### config.mk
export PLATFORM = sky130hd
export DESIGN_NAME = frm_fault_mgr
export DESIGN_NICKNAME = d
export VERILOG_FILES = /design/src/include/frm_pkg.sv /design/src/verilog/frm_fault_mgr.sv
export SDC_FILE = /design/constraint.sdc
export NUM_CORES = 2
export LEC_CHECK = 0
export BUFFER_PORTS_ARGS = -buffer_cell sky130_fd_sc_hd__buf_2
export CORE_UTILIZATION = 50
export DETAILED_ROUTE_END_ITERATION = 10
export GPL_ROUTABILITY_DRIVEN = 0
export GPL_TIMING_DRIVEN = 0
export PLACE_DENSITY_LB_ADDON = 0.15
export SYNTH_ARGS = -nofsm -noshare
export SYNTH_HDL_FRONTEND = slang
export SYNTH_SLANG_ARGS = --single-unit
### constraint.sdc
create_clock -name sys_clk_i -period 15.5 [get_ports sys_clk_i]
set_input_delay 0.775 -clock sys_clk_i [delete_from_list [all_inputs] [get_ports sys_clk_i]]
set_output_delay 0.775 -clock sys_clk_i [all_outputs]
set_load 0.005 [all_outputs]
### src/include/frm_pkg.sv
package frm_pkg;
  // reaction codes, rising priority
  localparam logic [2:0] FRM_R_LOG = 3'h0;
  localparam logic [2:0] FRM_R_WARN = 3'h1;
  localparam logic [2:0] FRM_R_RAMP = 3'h2;
  localparam logic [2:0] FRM_R_MAXC = 3'h3;
  localparam logic [2:0] FRM_R_IMM = 3'h4;
  localparam int FRM_NGRP = 10; // group 0 is the fixed safety group
  localparam int FRM_RW = 3;
  // mandatory floor and reset value per group, group 1 in the low field
  localparam logic [26:0] FRM_MIN_REACT = {3'h2, 3'h2, 3'h0, 3'h4, 3'h0, 3'h0, 3'h0, 3'h0, 3'h4};
  localparam logic [26:0] FRM_RST_REACT = {3'h2, 3'h2, 3'h4, 3'h4, 3'h4, 3'h2, 3'h2, 3'h2, 3'h4};
  localparam logic [8:0] FRM_RST_NVSEL = 9'h1ff;
  // apb register map
  localparam logic [7:0] FRM_A_REACT = 8'h00;
  localparam logic [7:0] FRM_A_STATUS = 8'h04;
  localparam logic [7:0] FRM_A_CLEAR = 8'h08;
  localparam logic [7:0] FRM_A_NVSEL = 8'h0c;
  localparam logic [7:0] FRM_A_BIDX = 8'h10;
  localparam logic [7:0] FRM_A_BCNT = 8'h14;
  localparam logic [7:0] FRM_A_BW0 = 8'h18;
  localparam logic [7:0] FRM_A_BW1 = 8'h1c;
  localparam logic [7:0] FRM_A_BW2 = 8'h20;
  // runtime buffer
  localparam int FRM_BUF_DEPTH = 16;
  localparam int FRM_BUF_AW = 4;
  // safety fault code 51-0
  localparam logic [3:0] FRM_SAFE_HI = 4'h5;
  localparam logic [3:0] FRM_SAFE_LO = 4'h1;
  // display character codes
  localparam logic [3:0] FRM_CH_E = 4'ha;
  localparam logic [3:0] FRM_CH_DASH = 4'hb;
  localparam logic [3:0] FRM_CH_BLANK = 4'hf;
  localparam logic [2:0] FRM_DISP_LAST = 3'h4;
  // timing
  localparam logic [63:0] FRM_CLK_HZ = 64'd250000000;
  localparam logic [63:0] FRM_WARN_HOLD_S = 64'd15;
  localparam logic [63:0] FRM_DISP_STEP_MS = 64'd500;
  localparam logic [31:0] FRM_WARN_CYC = 32'(FRM_WARN_HOLD_S * FRM_CLK_HZ);
  localparam logic [31:0] FRM_SEC_CYC = 32'(FRM_CLK_HZ);
  localparam logic [31:0] FRM_DISP_CYC = 32'(FRM_DISP_STEP_MS * FRM_CLK_HZ / 64'd1000);
  typedef enum logic [1:0] {
    FRM_ST_RUN = 2'b00,
    FRM_ST_STOP = 2'b01,
    FRM_ST_OFF = 2'b11
  } frm_state_e;
  typedef struct packed {
    logic [3:0] grp;
    logic [3:0] main_hi;
    logic [3:0] main_lo;
    logic [3:0] sub;
    logic [7:0] desc;
    logic [15:0] cpar;
    logic [15:0] fpar;
  } frm_evt_s;
  typedef struct packed {
    logic [3:0] main_hi;
    logic [3:0] main_lo;
    logic [3:0] sub;
    logic [7:0] desc;
    logic [15:0] hrs;
    logic [5:0] mins;
    logic [5:0] secs;
    logic [15:0] cpar;
    logic [15:0] fpar;
  } frm_entry_s;
endpackage

### src/verilog/frm_fault_mgr.sv
// Contract
// RL1: shutdown reaction stops the controller and switches the power stage off.
// RL2: power stage stays locked until cause gone and error acknowledged.
// RL3: active error shows E, main index digits, subindex digit, repeating.
// RL4: warning uses same code, framed by centre segment instead of E.
// RL5: encoder fault quick stops first, power stage off only afterwards; here the power stage also drops in the one cycle before STOP is entered.
// RL6: fieldbus acknowledge acts exactly like the configuration tool clear.
// RL7: reactions are stored per group only, no per-event override.
// RL8: priority rises: log, warning, disable, max current, immediate off.
// RL9: log only records in buffer, no display, no effect on drive.
// RL10: warning displayed, held about 15 s, reissued while cause persists.
// RL11: drive disable halts along the emergency stop ramp.
// RL12: max current reaction decelerates to standstill at maximum current.
// RL13: immediate reaction cuts the power stage at once, motor coasts.
// RL14: writes deselecting mandatory reactions of severe groups are ignored.
// RL15: nine separately configurable groups, stack overflow to encoder set.
// RL16: runtime buffer holds every error, warning, event since activation; here only the first 16 entries are kept, later ones are dropped.
// RL17: entry holds number, h/m/s time, description, constant, free parameter.
// RL18: selected messages also go to non-volatile event memory.
// RL19: main index 00 goes to event memory only, never displayed.
// RL20: safety system faults use error numbers 51 to 52.
// RL21: simultaneous groups: highest priority reaction among pending groups wins.
`timescale 1ns/1ps
module frm_fault_mgr #(
  parameter logic [31:0] WARN_HOLD_CYC = frm_pkg::FRM_WARN_CYC,
  parameter logic [31:0] SEC_CYC = frm_pkg::FRM_SEC_CYC,
  parameter logic [31:0] DISP_STEP_CYC = frm_pkg::FRM_DISP_CYC
) (
  input wire logic sys_clk_i, // system clock
  input wire logic rst_i, // async reset, active high
  input wire logic psel_i, // apb select
  input wire logic penable_i, // apb enable
  input wire logic pwrite_i, // apb direction
  input wire logic [7:0] paddr_i, // apb byte address
  input wire logic [31:0] pwdata_i, // apb write data
  output logic [31:0] prdata_o, // apb read data
  output logic pready_o, // apb ready
  output logic pslverr_o, // apb error
  input wire frm_pkg::frm_evt_s evt_i, // sensor event report
  input wire logic evt_valid_i, // event report valid
  output logic evt_ready_o, // event report taken
  input wire logic [8:0] cause_i, // fault cause present, groups 1..9
  input wire logic safe_torque_off_input_fault_i, // safety circuit fault level
  input wire logic ack_i, // fieldbus error acknowledge pulse
  input wire logic drive_en_i, // controller wants power stage on
  input wire logic standstill_i, // drive reached zero speed
  output logic pstage_en_o, // power output stage enable
  output logic ctrl_stop_o, // controller unit halted
  output logic ramp_stop_o, // follow emergency stop ramp
  output logic maxcur_stop_o, // brake at maximum current
  output logic [3:0] disp_char_o, // seven-segment character code
  output frm_pkg::frm_entry_s nvm_entry_o, // event memory entry
  output logic nvm_valid_o, // event memory write request
  input wire logic nvm_ready_i // event memory accepts entry
);
  localparam int NG = frm_pkg::FRM_NGRP;
  localparam int RW = frm_pkg::FRM_RW;

  // registers
  logic [26:0] react_q, react_d;
  logic [8:0] nvsel_q;
  logic [9:0] err_q, err_d, warn_q, warn_d;
  logic [31:0] wtmr_q, wtmr_d;
  frm_pkg::frm_state_e st_q, st_d;
  logic sto_prev_q, sto_pend_q;
  logic [31:0] pres_q;
  logic [15:0] hrs_q;
  logic [5:0] min_q, sec_q;
  frm_pkg::frm_entry_s buf_mem [frm_pkg::FRM_BUF_DEPTH];
  logic [4:0] bcnt_q;
  logic [3:0] bidx_q;
  logic [11:0] code_q [NG];
  logic [31:0] dtmr_q;
  logic [2:0] dpos_q;
  logic [3:0] disp_q;
  frm_pkg::frm_entry_s nvm_q;
  logic nvm_v_q;

  // apb decode
  wire logic wr_acc = psel_i & penable_i & pwrite_i;
  wire logic hit_react = paddr_i == frm_pkg::FRM_A_REACT;
  wire logic hit_status = paddr_i == frm_pkg::FRM_A_STATUS;
  wire logic hit_clear = paddr_i == frm_pkg::FRM_A_CLEAR;
  wire logic hit_nvsel = paddr_i == frm_pkg::FRM_A_NVSEL;
  wire logic hit_bidx = paddr_i == frm_pkg::FRM_A_BIDX;
  wire logic hit_bcnt = paddr_i == frm_pkg::FRM_A_BCNT;
  wire logic hit_bw0 = paddr_i == frm_pkg::FRM_A_BW0;
  wire logic hit_bw1 = paddr_i == frm_pkg::FRM_A_BW1;
  wire logic hit_bw2 = paddr_i == frm_pkg::FRM_A_BW2;
  wire logic hit_any = hit_react | hit_status | hit_clear | hit_nvsel | hit_bidx
                     | hit_bcnt | hit_bw0 | hit_bw1 | hit_bw2;
  // both acknowledge paths share one pulse
  wire logic ack_p = ack_i | (wr_acc & hit_clear); // RL6

  // mandatory floors: each field of a write is taken only if legal
  genvar gi;
  generate
    for (gi = 0; gi < 9; gi++) // RL15
    begin : g_react
      wire logic [2:0] nf = pwdata_i[gi*RW +: RW];
      wire logic ok = (nf >= frm_pkg::FRM_MIN_REACT[gi*RW +: RW]) && (nf <= frm_pkg::FRM_R_IMM);
      assign react_d[gi*RW +: RW] = (wr_acc && hit_react && ok) ? nf : react_q[gi*RW +: RW]; // RL14
    end
  endgenerate

  // per-group reaction view, group 0 hardwired to immediate off
  logic [2:0] grp_react [NG];
  always_comb
  begin
    grp_react[0] = frm_pkg::FRM_R_IMM; // RL20
    for (int g = 1; g < NG; g++)
    begin
      grp_react[g] = react_q[(g-1)*RW +: RW]; // RL7
    end
  end

  // event selection: a latched safety fault goes ahead of sensor reports
  frm_pkg::frm_evt_s sto_evt, sel_evt;
  assign sto_evt = '{grp: 4'h0, main_hi: frm_pkg::FRM_SAFE_HI, main_lo: frm_pkg::FRM_SAFE_LO,
                     sub: 4'h0, desc: 8'h00, cpar: 16'h0000, fpar: 16'h0000};
  assign sel_evt = sto_pend_q ? sto_evt : evt_i; // RL20
  assign evt_ready_o = ~sto_pend_q;
  wire logic sel_v = sto_pend_q | evt_valid_i;
  wire logic grp_ok = sel_evt.grp < 4'(NG);
  wire logic is_info = (sel_evt.main_hi == 4'h0) && (sel_evt.main_lo == 4'h0);
  wire logic take = sel_v & grp_ok;
  wire logic [2:0] ev_react = grp_ok ? grp_react[sel_evt.grp] : frm_pkg::FRM_R_LOG;
  wire logic run_evt = take & ~is_info; // RL19
  wire logic buf_full = bcnt_q == 5'(frm_pkg::FRM_BUF_DEPTH);
  wire logic buf_wr = run_evt & ~buf_full; // RL16 RL9
  wire logic nvm_sel = is_info | (sel_evt.grp == 4'h0) | (nvsel_q[sel_evt.grp - 4'h1]);
  wire logic nvm_wr = take & nvm_sel & (~nvm_v_q | nvm_ready_i); // RL18
  wire logic [9:0] onehot = 10'(1) << sel_evt.grp;
  wire logic [9:0] err_set = (run_evt && ev_react >= frm_pkg::FRM_R_RAMP) ? onehot : 10'h000;
  wire logic [9:0] warn_set = (run_evt && ev_react == frm_pkg::FRM_R_WARN) ? onehot : 10'h000;
  wire logic [9:0] cause_all = {cause_i, safe_torque_off_input_fault_i};

  // entry assembly
  frm_pkg::frm_entry_s new_ent;
  assign new_ent = '{main_hi: sel_evt.main_hi, main_lo: sel_evt.main_lo, sub: sel_evt.sub,
                     desc: sel_evt.desc, hrs: hrs_q, mins: min_q, secs: sec_q,
                     cpar: sel_evt.cpar, fpar: sel_evt.fpar}; // RL17

  // error flags: a new report wins over an acknowledge in the same cycle
  assign err_d = (err_q & ~({NG{ack_p}} & ~cause_all)) | err_set; // RL2 RL6

  // warning hold: expire after the hold time, persistent causes stay
  logic wexp;
  assign wexp = (wtmr_q == 32'h1);
  always_comb
  begin
    warn_d = warn_q;
    wtmr_d = wtmr_q;
    if (wtmr_q != 32'h0)
    begin
      wtmr_d = wtmr_q - 32'h1;
    end
    if (wexp)
    begin
      warn_d = warn_q & cause_all; // RL10
      if ((warn_q & cause_all) != 10'h000)
      begin
        wtmr_d = WARN_HOLD_CYC;
      end
    end
    if (warn_set != 10'h000)
    begin
      warn_d = warn_d | warn_set;
      wtmr_d = WARN_HOLD_CYC; // RL10
    end
  end

  // highest reaction among the active groups
  logic [2:0] top;
  always_comb
  begin
    top = frm_pkg::FRM_R_LOG;
    for (int g = 0; g < NG; g++)
    begin
      if (err_q[g] && grp_react[g] > top)
      begin
        top = grp_react[g]; // RL21 RL8
      end
    end
  end

  // stop sequencer: ramp or max current first, then power off
  always_comb
  begin
    st_d = st_q;
    case (st_q)
      frm_pkg::FRM_ST_RUN:
      begin
        if (top == frm_pkg::FRM_R_IMM)
        begin
          st_d = frm_pkg::FRM_ST_OFF; // RL13
        end
        else if (top >= frm_pkg::FRM_R_RAMP)
        begin
          st_d = frm_pkg::FRM_ST_STOP; // RL5 RL11 RL12
        end
      end
      frm_pkg::FRM_ST_STOP:
      begin
        if (top == frm_pkg::FRM_R_IMM || standstill_i)
        begin
          st_d = frm_pkg::FRM_ST_OFF; // RL1 RL5
        end
      end
      frm_pkg::FRM_ST_OFF:
      begin
        if (err_q == 10'h000)
        begin
          st_d = frm_pkg::FRM_ST_RUN; // RL2
        end
      end
      default: st_d = frm_pkg::FRM_ST_OFF;
    endcase
  end

  // power stage gate; immediate reaction acts in the flag's own cycle
  wire logic imm_now = (top == frm_pkg::FRM_R_IMM);
  assign pstage_en_o = drive_en_i & ~imm_now & (st_q != frm_pkg::FRM_ST_OFF)
                     & ~((st_q == frm_pkg::FRM_ST_RUN) & (err_q != 10'h000)); // RL1 RL13
  assign ctrl_stop_o = st_q != frm_pkg::FRM_ST_RUN; // RL1
  assign ramp_stop_o = (st_q == frm_pkg::FRM_ST_STOP) & (top == frm_pkg::FRM_R_RAMP); // RL11
  assign maxcur_stop_o = (st_q == frm_pkg::FRM_ST_STOP) & (top == frm_pkg::FRM_R_MAXC); // RL12

  // display source: lowest errored group, else lowest warned group
  logic [3:0] src_g;
  logic src_err, src_warn;
  always_comb
  begin
    src_g = 4'h0;
    src_err = 1'b0;
    src_warn = 1'b0;
    for (int g = NG - 1; g >= 0; g--)
    begin
      if (warn_q[g] && !(err_q != 10'h000))
      begin
        src_g = 4'(g);
        src_warn = 1'b1;
      end
      if (err_q[g])
      begin
        src_g = 4'(g);
        src_err = 1'b1;
      end
    end
  end
  wire logic [11:0] src_code = code_q[src_g];
  wire logic dstep = (dtmr_q == 32'h0);
  logic [3:0] disp_d;
  always_comb
  begin
    disp_d = frm_pkg::FRM_CH_BLANK;
    if (src_err || src_warn)
    begin
      case (dpos_q)
        3'h0: disp_d = src_err ? frm_pkg::FRM_CH_E : frm_pkg::FRM_CH_DASH; // RL3 RL4
        3'h1: disp_d = src_code[11:8];
        3'h2: disp_d = src_code[7:4];
        3'h3: disp_d = src_code[3:0];
        3'h4: disp_d = src_err ? frm_pkg::FRM_CH_BLANK : frm_pkg::FRM_CH_DASH; // RL4
        default: disp_d = frm_pkg::FRM_CH_BLANK;
      endcase
    end
  end
  assign disp_char_o = disp_q;

  // apb read mux, single-cycle access
  frm_pkg::frm_entry_s rd_ent;
  assign rd_ent = buf_mem[bidx_q];
  assign pready_o = 1'b1;
  assign pslverr_o = psel_i & penable_i & ~hit_any;
  assign prdata_o = hit_react ? {5'h00, react_q}
                  : hit_status ? {7'h00, top, st_q, warn_q, err_q}
                  : hit_nvsel ? {23'h000000, nvsel_q}
                  : hit_bidx ? {28'h0000000, bidx_q}
                  : hit_bcnt ? {27'h0000000, bcnt_q}
                  : hit_bw0 ? {12'h000, rd_ent.desc, rd_ent.main_hi, rd_ent.main_lo, rd_ent.sub}
                  : hit_bw1 ? {4'h0, rd_ent.hrs, rd_ent.mins, rd_ent.secs}
                  : hit_bw2 ? {rd_ent.cpar, rd_ent.fpar}
                  : 32'h00000000;
  assign nvm_entry_o = nvm_q;
  assign nvm_valid_o = nvm_v_q;

  // configuration and fault state
  always_ff @(posedge sys_clk_i or posedge rst_i)
  begin
    if (rst_i)
    begin
      react_q <= frm_pkg::FRM_RST_REACT;
      nvsel_q <= frm_pkg::FRM_RST_NVSEL;
      bidx_q <= 4'h0;
      err_q <= 10'h000;
      warn_q <= 10'h000;
      wtmr_q <= 32'h0;
      st_q <= frm_pkg::FRM_ST_RUN;
    end
    else
    begin
      react_q <= react_d;
      if (wr_acc && hit_nvsel)
        nvsel_q <= pwdata_i[8:0];
      if (wr_acc && hit_bidx)
        bidx_q <= pwdata_i[3:0];
      err_q <= err_d;
      warn_q <= warn_d;
      wtmr_q <= wtmr_d;
      st_q <= st_d;
    end
  end

  // safety fault edge catch; a second edge while pending merges
  always_ff @(posedge sys_clk_i or posedge rst_i)
  begin
    if (rst_i)
    begin
      sto_prev_q <= 1'b0;
      sto_pend_q <= 1'b0;
    end
    else
    begin
      sto_prev_q <= safe_torque_off_input_fault_i;
      sto_pend_q <= (safe_torque_off_input_fault_i & ~sto_prev_q) | (sto_pend_q & ~take);
    end
  end

  // system time since activation
  always_ff @(posedge sys_clk_i or posedge rst_i)
  begin
    if (rst_i)
    begin
      pres_q <= 32'h0;
      sec_q <= 6'h00;
      min_q <= 6'h00;
      hrs_q <= 16'h0000;
    end
    else if (pres_q == SEC_CYC - 32'h1)
    begin
      pres_q <= 32'h0;
      sec_q <= (sec_q == 6'd59) ? 6'h00 : sec_q + 6'h01;
      if (sec_q == 6'd59)
      begin
        min_q <= (min_q == 6'd59) ? 6'h00 : min_q + 6'h01;
        if (min_q == 6'd59)
          hrs_q <= hrs_q + 16'h0001;
      end
    end
    else
      pres_q <= pres_q + 32'h1;
  end

  // runtime buffer, fills up and then holds the oldest entries
  always_ff @(posedge sys_clk_i or posedge rst_i)
  begin
    if (rst_i)
      bcnt_q <= 5'h00;
    else if (buf_wr)
      bcnt_q <= bcnt_q + 5'h01; // RL16
  end
  always_ff @(posedge sys_clk_i)
  begin
    if (buf_wr)
      buf_mem[bcnt_q[3:0]] <= new_ent; // RL17
  end

  // last displayed code per group
  always_ff @(posedge sys_clk_i or posedge rst_i)
  begin
    if (rst_i)
    begin
      for (int g = 0; g < NG; g++)
        code_q[g] <= 12'h000;
    end
    else if (run_evt && ev_react != frm_pkg::FRM_R_LOG)
      code_q[sel_evt.grp] <= {sel_evt.main_hi, sel_evt.main_lo, sel_evt.sub}; // RL4
  end

  // event memory slot; a report finding it busy is not stored there
  always_ff @(posedge sys_clk_i or posedge rst_i)
  begin
    if (rst_i)
    begin
      nvm_v_q <= 1'b0;
      nvm_q <= '0;
    end
    else if (nvm_wr)
    begin
      nvm_v_q <= 1'b1;
      nvm_q <= new_ent; // RL18 RL19
    end
    else if (nvm_ready_i)
      nvm_v_q <= 1'b0;
  end

  // display sequencer, cycles at all times, whether anything is shown or not
  always_ff @(posedge sys_clk_i or posedge rst_i)
  begin
    if (rst_i)
    begin
      dtmr_q <= 32'h0;
      dpos_q <= 3'h0;
      disp_q <= frm_pkg::FRM_CH_BLANK;
    end
    else
    begin
      dtmr_q <= dstep ? DISP_STEP_CYC - 32'h1 : dtmr_q - 32'h1;
      if (dstep)
      begin
        disp_q <= disp_d; // RL3
        dpos_q <= (dpos_q == frm_pkg::FRM_DISP_LAST) ? 3'h0 : dpos_q + 3'h1;
      end
    end
  end

  // checks
  wire logic [26:0] floor_chk = frm_pkg::FRM_MIN_REACT;
  property p_off_lock;
    @(posedge sys_clk_i) disable iff (rst_i)
    (st_q == frm_pkg::FRM_ST_OFF && err_q != 10'h000) |=> st_q == frm_pkg::FRM_ST_OFF && !pstage_en_o;
  endproperty
  a_off_lock: assert property (p_off_lock) else $error("power stage left off state early"); // RL2
  property p_imm;
    @(posedge sys_clk_i) disable iff (rst_i)
    (top == frm_pkg::FRM_R_IMM) |-> !pstage_en_o ##1 st_q == frm_pkg::FRM_ST_OFF;
  endproperty
  a_imm: assert property (p_imm) else $error("immediate reaction kept power stage on"); // RL13
  property p_ack_hold;
    @(posedge sys_clk_i) disable iff (rst_i)
    (ack_p && (err_q & cause_all) != 10'h000) |=> (err_q & $past(err_q & cause_all)) == $past(err_q & cause_all);
  endproperty
  a_ack_hold: assert property (p_ack_hold) else $error("error cleared while cause present"); // RL2
  property p_info;
    @(posedge sys_clk_i) disable iff (rst_i)
    (take && is_info) |=> bcnt_q == $past(bcnt_q) && $past(err_set) == 10'h000;
  endproperty
  a_info: assert property (p_info) else $error("index 00 reached runtime buffer"); // RL19
  property p_log;
    @(posedge sys_clk_i) disable iff (rst_i)
    (run_evt && !buf_full && ev_react == frm_pkg::FRM_R_LOG && !ack_p)
      |=> bcnt_q == $past(bcnt_q) + 5'h01 && err_q == $past(err_q) && warn_q == $past(warn_d);
  endproperty
  a_log: assert property (p_log) else $error("log-only event disturbed drive"); // RL9
  property p_floor;
    @(posedge sys_clk_i) disable iff (rst_i)
    (react_q[2:0] >= floor_chk[2:0]) && (react_q[17:15] >= floor_chk[17:15])
      && (react_q[23:21] >= floor_chk[23:21]) && (react_q[26:24] >= floor_chk[26:24]);
  endproperty
  a_floor: assert property (p_floor) else $error("mandatory reaction deselected"); // RL14
  property p_stop_first;
    @(posedge sys_clk_i) disable iff (rst_i)
    (st_q == frm_pkg::FRM_ST_STOP && top != frm_pkg::FRM_R_IMM)
      |-> (ramp_stop_o || maxcur_stop_o) && ctrl_stop_o;
  endproperty
  a_stop_first: assert property (p_stop_first) else $error("stop phase without braking"); // RL5
  property p_warn_hold;
    @(posedge sys_clk_i) disable iff (rst_i)
    (warn_set != 10'h000) |=> wtmr_q == WARN_HOLD_CYC && (warn_q & $past(warn_set)) != 10'h000;
  endproperty
  a_warn_hold: assert property (p_warn_hold) else $error("warning hold not started"); // RL10
  property p_disp_lead;
    @(posedge sys_clk_i) disable iff (rst_i)
    (dstep && dpos_q == 3'h0 && src_err) |=> disp_char_o == frm_pkg::FRM_CH_E;
  endproperty
  a_disp_lead: assert property (p_disp_lead) else $error("error display lacks leading E"); // RL3
  property p_prio;
    @(posedge sys_clk_i) disable iff (rst_i)
    (err_q[1:0] != 2'b00)
      |-> top == frm_pkg::FRM_R_IMM && !pstage_en_o;
  endproperty
  a_prio: assert property (p_prio) else $error("highest reaction not applied"); // RL21
  c_ramp_off: cover property (@(posedge sys_clk_i) disable iff (rst_i)
    st_q == frm_pkg::FRM_ST_STOP ##[1:20] st_q == frm_pkg::FRM_ST_OFF);
  c_ack: cover property (@(posedge sys_clk_i) disable iff (rst_i)
    st_q == frm_pkg::FRM_ST_OFF ##1 st_q == frm_pkg::FRM_ST_RUN);
  c_warn: cover property (@(posedge sys_clk_i) disable iff (rst_i) warn_set != 10'h000);
endmodule

# Yosys cells after proc, flatten, opt, wreduce, memory -nomap -nowiden
# Memory sizes are Yosys's and may differ from the RTL's.
# Cells that the tools add are included.
# word_totals
register_bits	401
ramBits	1280
inputBits	116
out_inout_bits	124
wordCells	329
n_memories	1
# memory_table
name	depth	width	read_ports	rd_ports_with_merged_regs	wr	line_no	text
buf_mem	16	80	1	0	1	frm_fault_mgr.sv:69	frm_pkg::frm_entry_s buf_mem [frm_pkg::FRM_BUF_DEPTH];
# classes
n_addsub	9
order_cmp	34
n_eq_ne	27
n_shift	1
muxes	97
n_bitwise	49
n_reduce_logical	66
# ops
op	count
$mux W32	14
$bwmux W120	1
$mux W4	21
$sub A32 B1 Y32 const B	2
$mux W56	1
$bmux W12 S4	1
$demux W12 S4	1
$logic_and A1 B1 Y1	45
$mux W3	15
$mux W10	4
$mux W12	3
$add A32 B1 Y32 const B	1
$eq A32 B1 Y1 const B	1
$eq A32 B28 Y1 const B	1
$eq A8 B5 Y1 const B	4
$logic_not A32 Y1	1
$reduce_bool A32 Y1	1
$and A10 B10 Y10	3
$reduce_bool A10 Y1	3
$gt A3 B3 Y1	9
$le A3 B3 Y1 const B	9
$mux W1	26
$not A10 Y10	2
$or A10 B10 Y10	2
46 further kinds	112

# Depth between registers and ports, before layout
# depth
depth_word	33
mapped_depth	63
ltp_nobuf	63

# Worst setup path after synthesis
# OpenSTA, ideal clock, no wires.
# synth_timing
kind	reg-to-output
start	register err_q[0]
end	output port maxcur_stop_o
t_arrival_ns	10.722
path_slack_ns	4.003
path_stages_with_launch	59
cell_sequence	dfrtp_1 -> inv_1 -> ha_1 -> o21a_4 -> nand2_1 -> ha_1 -> nor2b_1 -> o21ai_0 -> o21ai_0 -> o211ai_1 -> o2bb2ai_1 -> inv_1 -> ha_1 -> o32a_1 -> o21ai_0 -> mux2_2 -> inv_1 -> ha_1 -> [23 not listed] -> o31ai_1 -> a21o_1 -> o211ai_1 -> o21ai_0 -> ha_1 -> nor2_1 -> nor2_1 -> and2_1 -> a22oi_1 -> a311oi_1 -> a2bb2oi_2 -> ha_1 -> a22oi_1 -> o221a_2 -> nand2_1 -> mux2i_1 -> nand4b_1 -> a21bo_1
# synth_via
elab_chain_len	30
# synth_rtl
element	line_no	text
start: declaration	frm_fault_mgr.sv:62	logic [9:0] err_q, err_d, warn_q, warn_d;
start signal: assignment	frm_fault_mgr.sv:308	err_q <= err_d;
$mux W3 (*)	frm_fault_mgr.sv:180	if (err_q[g] && grp_react[g] > top)
$gt A3 B3 Y1	frm_fault_mgr.sv:180	
$logic_and A1 B1 Y1	frm_fault_mgr.sv:180	
$mux W3 (*)	frm_fault_mgr.sv:180	
$gt A3 B3 Y1	frm_fault_mgr.sv:180	
$logic_and A1 B1 Y1	frm_fault_mgr.sv:180	
$mux W3 (*)	frm_fault_mgr.sv:180	
$gt A3 B3 Y1	frm_fault_mgr.sv:180	
[14 not listed]	n/a	
$gt A3 B3 Y1	frm_fault_mgr.sv:180	
$logic_and A1 B1 Y1	frm_fault_mgr.sv:180	
$mux W3 (*)	frm_fault_mgr.sv:180	
$gt A3 B3 Y1	frm_fault_mgr.sv:180	
$logic_and A1 B1 Y1	frm_fault_mgr.sv:180	
$mux W3 (*)	frm_fault_mgr.sv:180	
$eq A3 B2 Y1 (*)	frm_fault_mgr.sv:227	assign maxcur_stop_o = (st_q == frm_pkg::FRM_ST_STOP) & (top == frm_pkg::FRM_R_MAXC);
$and A1 B1 Y1 (*)	frm_fault_mgr.sv:227	
end: declaration	frm_fault_mgr.sv:50	output logic maxcur_stop_o,
# Mark *: on every way between the ends. The rest lies on a longest branch, timed or not.

# Worst setup path after layout
# layout_timing
start	register err_q[0]
end	output port prdata_o[24]
# layout_via
elab_chain_len	30
# layout_rtl
element	line_no	text
$mux W3 (*)	frm_fault_mgr.sv:180	
$gt A3 B3 Y1	frm_fault_mgr.sv:180	
$logic_and A1 B1 Y1	frm_fault_mgr.sv:180	
$mux W3 (*)	frm_fault_mgr.sv:180	
$gt A3 B3 Y1	frm_fault_mgr.sv:180	
$logic_and A1 B1 Y1	frm_fault_mgr.sv:180	
$mux W3 (*)	frm_fault_mgr.sv:180	
$gt A3 B3 Y1	frm_fault_mgr.sv:180	
[14 not listed]	n/a	
$gt A3 B3 Y1	frm_fault_mgr.sv:180	
$logic_and A1 B1 Y1	frm_fault_mgr.sv:180	
$mux W3 (*)	frm_fault_mgr.sv:180	
$gt A3 B3 Y1	frm_fault_mgr.sv:180	
$logic_and A1 B1 Y1	frm_fault_mgr.sv:180	
$mux W3 (*)	frm_fault_mgr.sv:180	
$mux W32 (*)	frm_fault_mgr.sv:277	: hit_status ? {7'h00, top, st_q, warn_q, err_q}
$mux W32 (*)	frm_fault_mgr.sv:276	assign prdata_o = hit_react ? {5'h00, react_q}
end: declaration	frm_fault_mgr.sv:36	output logic [31:0] prdata_o,
# Marks and branches as above.

==> results.py <==
metrics = {
    "status": {
        "outcome": "finished with violations",
        "violations": "capacitance limit, slew limit",
    },
    "grt": {
        "grtUsageTotal": 0.272,
        "grt-ovfl-total": 0,
        "first_global_vias": 38738,
        "antenna_found_initial": 15,
        "grt_pass1_wl_um": 274000,
        "grt_max_degree": 117,
    },
    "drt": {
        "wire_per_inst_um": 29.5,
        "drc": 0,
        "drt_iter0_drc": 4817,
        "num_vias": 39467,
        "first_pass_iters": 6,
        "totalWireLength_um": 189000,
        "routed_via_density": 6.18,
        "ant_nets": 0,
    },
    "clocking": {
        "clockBufferDepth": 3,
        "clk_latency_ns": 0.80,
        "clock-sinks": 1681,
        "cts_resized": 0,
        "cts_tree": "yes",
        "clock_tree.root_cell": "clkbuf_16",
        "cts_setup_buffers": 0,
        "numCtsBuffers": 174,
        "hold_buffers": 0,
        "clk_pin_slew_ns": 0.06,
        "htreeDepth": 4,
    },
    "synthesis": {
        "synth-compound-area-share": 0.0427,
        "synth-xor-area-share": 0.0121,
        "synthArstFlopShare": 0.239,
        "yosys.area_share.simple": 0.0539,
        "synth_top_family_by_area": "multiplexers",
        "syn_area_mm2": 0.0696,
        "synth_seq_cells": 1681,
        "muxShareOfSynthArea": 0.174,
        "synthFlopType": "edfxtp_1",
        "syn_nets": 4116,
        "yosysWarningCount": 0,
        "synth_edf_count": 1280,
        "synth_area_per_cell_um2": 17.5,
        "synth_fa_ha_area_frac": 0.00575,
        "yosysSeqAreaShare": 0.697,
        "yosys.cell_types.count": 107,
        "synthCells": 3968,
    },
    "sta": {
        "finalSetupTns_ns": 0,
        "post-route-period-util": 0.922,
        "tightestPinTransition_ns": 1.65,
        "fin_ws_ns": 1.21,
        "max_slew_margin": -0.101,
        "fmax_ghz": 0.0700,
        "hold_viol": 0,
        "period_needed_ns": 14.29,
        "rsz0062_at_grt": "no",
        "maxSlewViolCount": 18,
        "worst_clock_skew_ns": 0.0324,
        "finalSetupViolCount": 0,
    },
    "power_and_ir_drop": {
        "finalPower_mw": 11.1,
        "irDropWorstVdd_mv": 0.0905,
        "p_leak_nw": 27.9,
        "power_per_cell_area_mw_per_mm2": 138,
    },
    "critical_path": {
        "crit_required_ns": 14.73,
        "criticalPathCategory": "register to primary output",
        "crit_fanout": 9,
        "crit_top_cell": "ha_1",
        "end_kind": "primary output",
        "slowest_delay_ns": 0.58,
        "critPathArrivalTime_ns": 13.51,
        "cp-start-kind": "register",
        "crit_path_top_delay_cell": "dfrtp_1",
    },
    "cells_and_area": {
        "final_util": 0.583,
        "syn2layout_area_growth_pct": 15.5,
        "final_nets": 4589,
        "fin_area_mm2": 0.0804,
        "drive_gt1_frac": 0.283,
    },
    "floorplan": {
        "floorplan.initialDensity": 0.505,
        "core-area_mm2": 0.138,
        "die_y_um": 375,
        "die_area_mm2": 0.141,
        "rows": 136,
        "fp.dieW_um": 375,
        "pin_count": 240,
    },
    "flow_run": {
        "drv_cap": 1,
    },
    "worst_hold_path": {
        "min_path_type": "input port to async pin",
    },
    "placed_design": {
        "placed_area_mm2": 0.0746,
        "place_ws_ns": 2.31,
        "dp_hpwl_um": 126000,
        "portBuffers": 232,
    },
}
[metal layers]
layer,wire [um],vias to the layer above,track usage
met5,30,-,0
met1,78500,20676,0.390
met4,6390,6,0.0901
met2,88200,1789,0.422
li1,-,16699,-
met3,15700,297,0.0496
[kinds of logic (layout without fill, tap and decap cells)]
group	Yosys count	count (layout)
AO/OA/AOI/OAI	445	445
XOR/XNOR	96	96
multiplexers	704	704
flip-flops	1681	1681
other	1	5
buffers and inverters	247	870
AND/OR/NAND/NOR	762	762
adder cells (fa/ha/maj)	32	32
[flip-flops by register name, summed over array words and instances (netlist names), 4 cells and up]
register,flops
nvm_entry_o,80
code_q,120
sec_q,6
react_q,27
min_q,6
disp_char_o,4
wtmr_q,32
hrs_q,16
bidx_q,4
dtmr_q,32
bcnt_q,5
pres_q,32
buf_mem,1280
err_q,10
nvsel_q,9
warn_q,10
[layout make-up]
| type | instances | area, um^2 |
|---|---|---|
| Antenna cell | 4 | 10.0 |
| Buffer | 209 | 871 |
| Clock buffer | 230 | 4700 |
| Clock inverter | 96 | 1100 |
| Fill cell | 10413 | 57400 |
| Inverter | 38 | 150 |
| Multi-Input combinational cell | 2040 | 20200 |
| Sequential cell | 1681 | 48500 |
| Tap cell | 1794 | 2240 |
| Timing Repair Buffer | 297 | 2600 |
[cells in the mapped netlist (17+ instances only)]
library cell / n / area [um^2]
a211oi_1: 42 / 315
a21oi_1: 80 / 400
a31oi_1: 19 / 119
and2_1: 17 / 106
and3_1: 25 / 156
buf_1: 31 / 116
buf_2: 28 / 140
clkbuf_1: 141 / 529
dfrtp_1: 379 / 9480
dfstp_2: 22 / 578
edfxtp_1: 1280 / 38400
ha_1: 32 / 400
inv_1: 38 / 143
mux2_2: 229 / 2580
mux2i_1: 92 / 921
mux4_2: 382 / 8600
nand2_1: 207 / 777
nand3_1: 60 / 300
nor2_1: 208 / 781
nor2b_1: 82 / 513
nor3_1: 35 / 175
nor4_1: 19 / 119
o21ai_0: 138 / 691
xnor2_1: 60 / 526
xor2_1: 36 / 315
[path summary, 6_finish.rpt]
| kind | from | endpoint | slack [ns] | cells after the start |
|---|---|---|---|---|
| min in group sys_clk_i | pwdata_i[26] | react_q[25]$_DFFE_PP1P_ | 0.15 | 2 |
| max in group asynchronous | rst_i | nvm_entry_o[55]$_DFFE_PP0P_ | 14.19 | 3 |
| worst min-delay path | rst_i | dtmr_q[12]$_DFF_PP0_ | 0.14 | 2 |
| worst max-delay path | err_q[0]$_DFF_PP0_ | prdata_o[24] | 1.21 | 59 |
| worst max register to register | err_q[0]$_DFF_PP0_ | st_q[1]$_DFFE_PP0P_ | 2.75 | 61 |
| worst min register to register | sto_prev_q$_DFF_PP0_ | sto_pend_q$_DFF_PP0_ | 0.40 | 1 |
[cells in the final DEF (no fill, tap or decap), types with 42 or more instances in the layout]
| cell | synthesis | layout |
|---|---|---|
| edfxtp_1 | 1280 | 1280 |
| mux4_2 | 382 | 382 |
| dfrtp_1 | 379 | 379 |
| buf_2 | 28 | 260 |
| mux2_2 | 229 | 229 |
| nand2_1 | 207 | 207 |
| nor2_1 | 208 | 196 |
| clkbuf_1 | 141 | 178 |
| clkbuf_16 | 0 | 174 |
| o21ai_0 | 138 | 138 |
| mux2i_1 | 92 | 92 |
| a21oi_1 | 80 | 80 |
| nor2b_1 | 82 | 79 |
| nand3_1 | 60 | 60 |
| xnor2_1 | 60 | 60 |
| a211oi_1 | 42 | 42 |
[through the flow]
stage | cells | hold WS (ns)
floorplan | 3968 | 0.378
global placement | 5994 | 0.385
detailed placement | 6058 | 0.394
CTS | 6384 | 0.107
global route | 6387 | 0.138
finish | 6389 | 0.136
[worst max-delay path, delay by kind of cell, from the launching register on]
family          cells  cell delay [ns]
compound gates     29             5.78
fa+ha+maj           9             2.57
buf+inv             4             0.49
flops               1             0.58
mux                 3             0.98
simple gates       14             2.28
[power by group]
group	switching, mW	total [mW]	leakage, nW	internal, mW
registers	0.165	5.52	16.8	5.35
logic	0.806	1.35	8.33	0.548
clock network	1.79	4.25	2.83	2.45
total	2.76	11.1	27.9	8.35
Power figures use the tool's default switching activity.
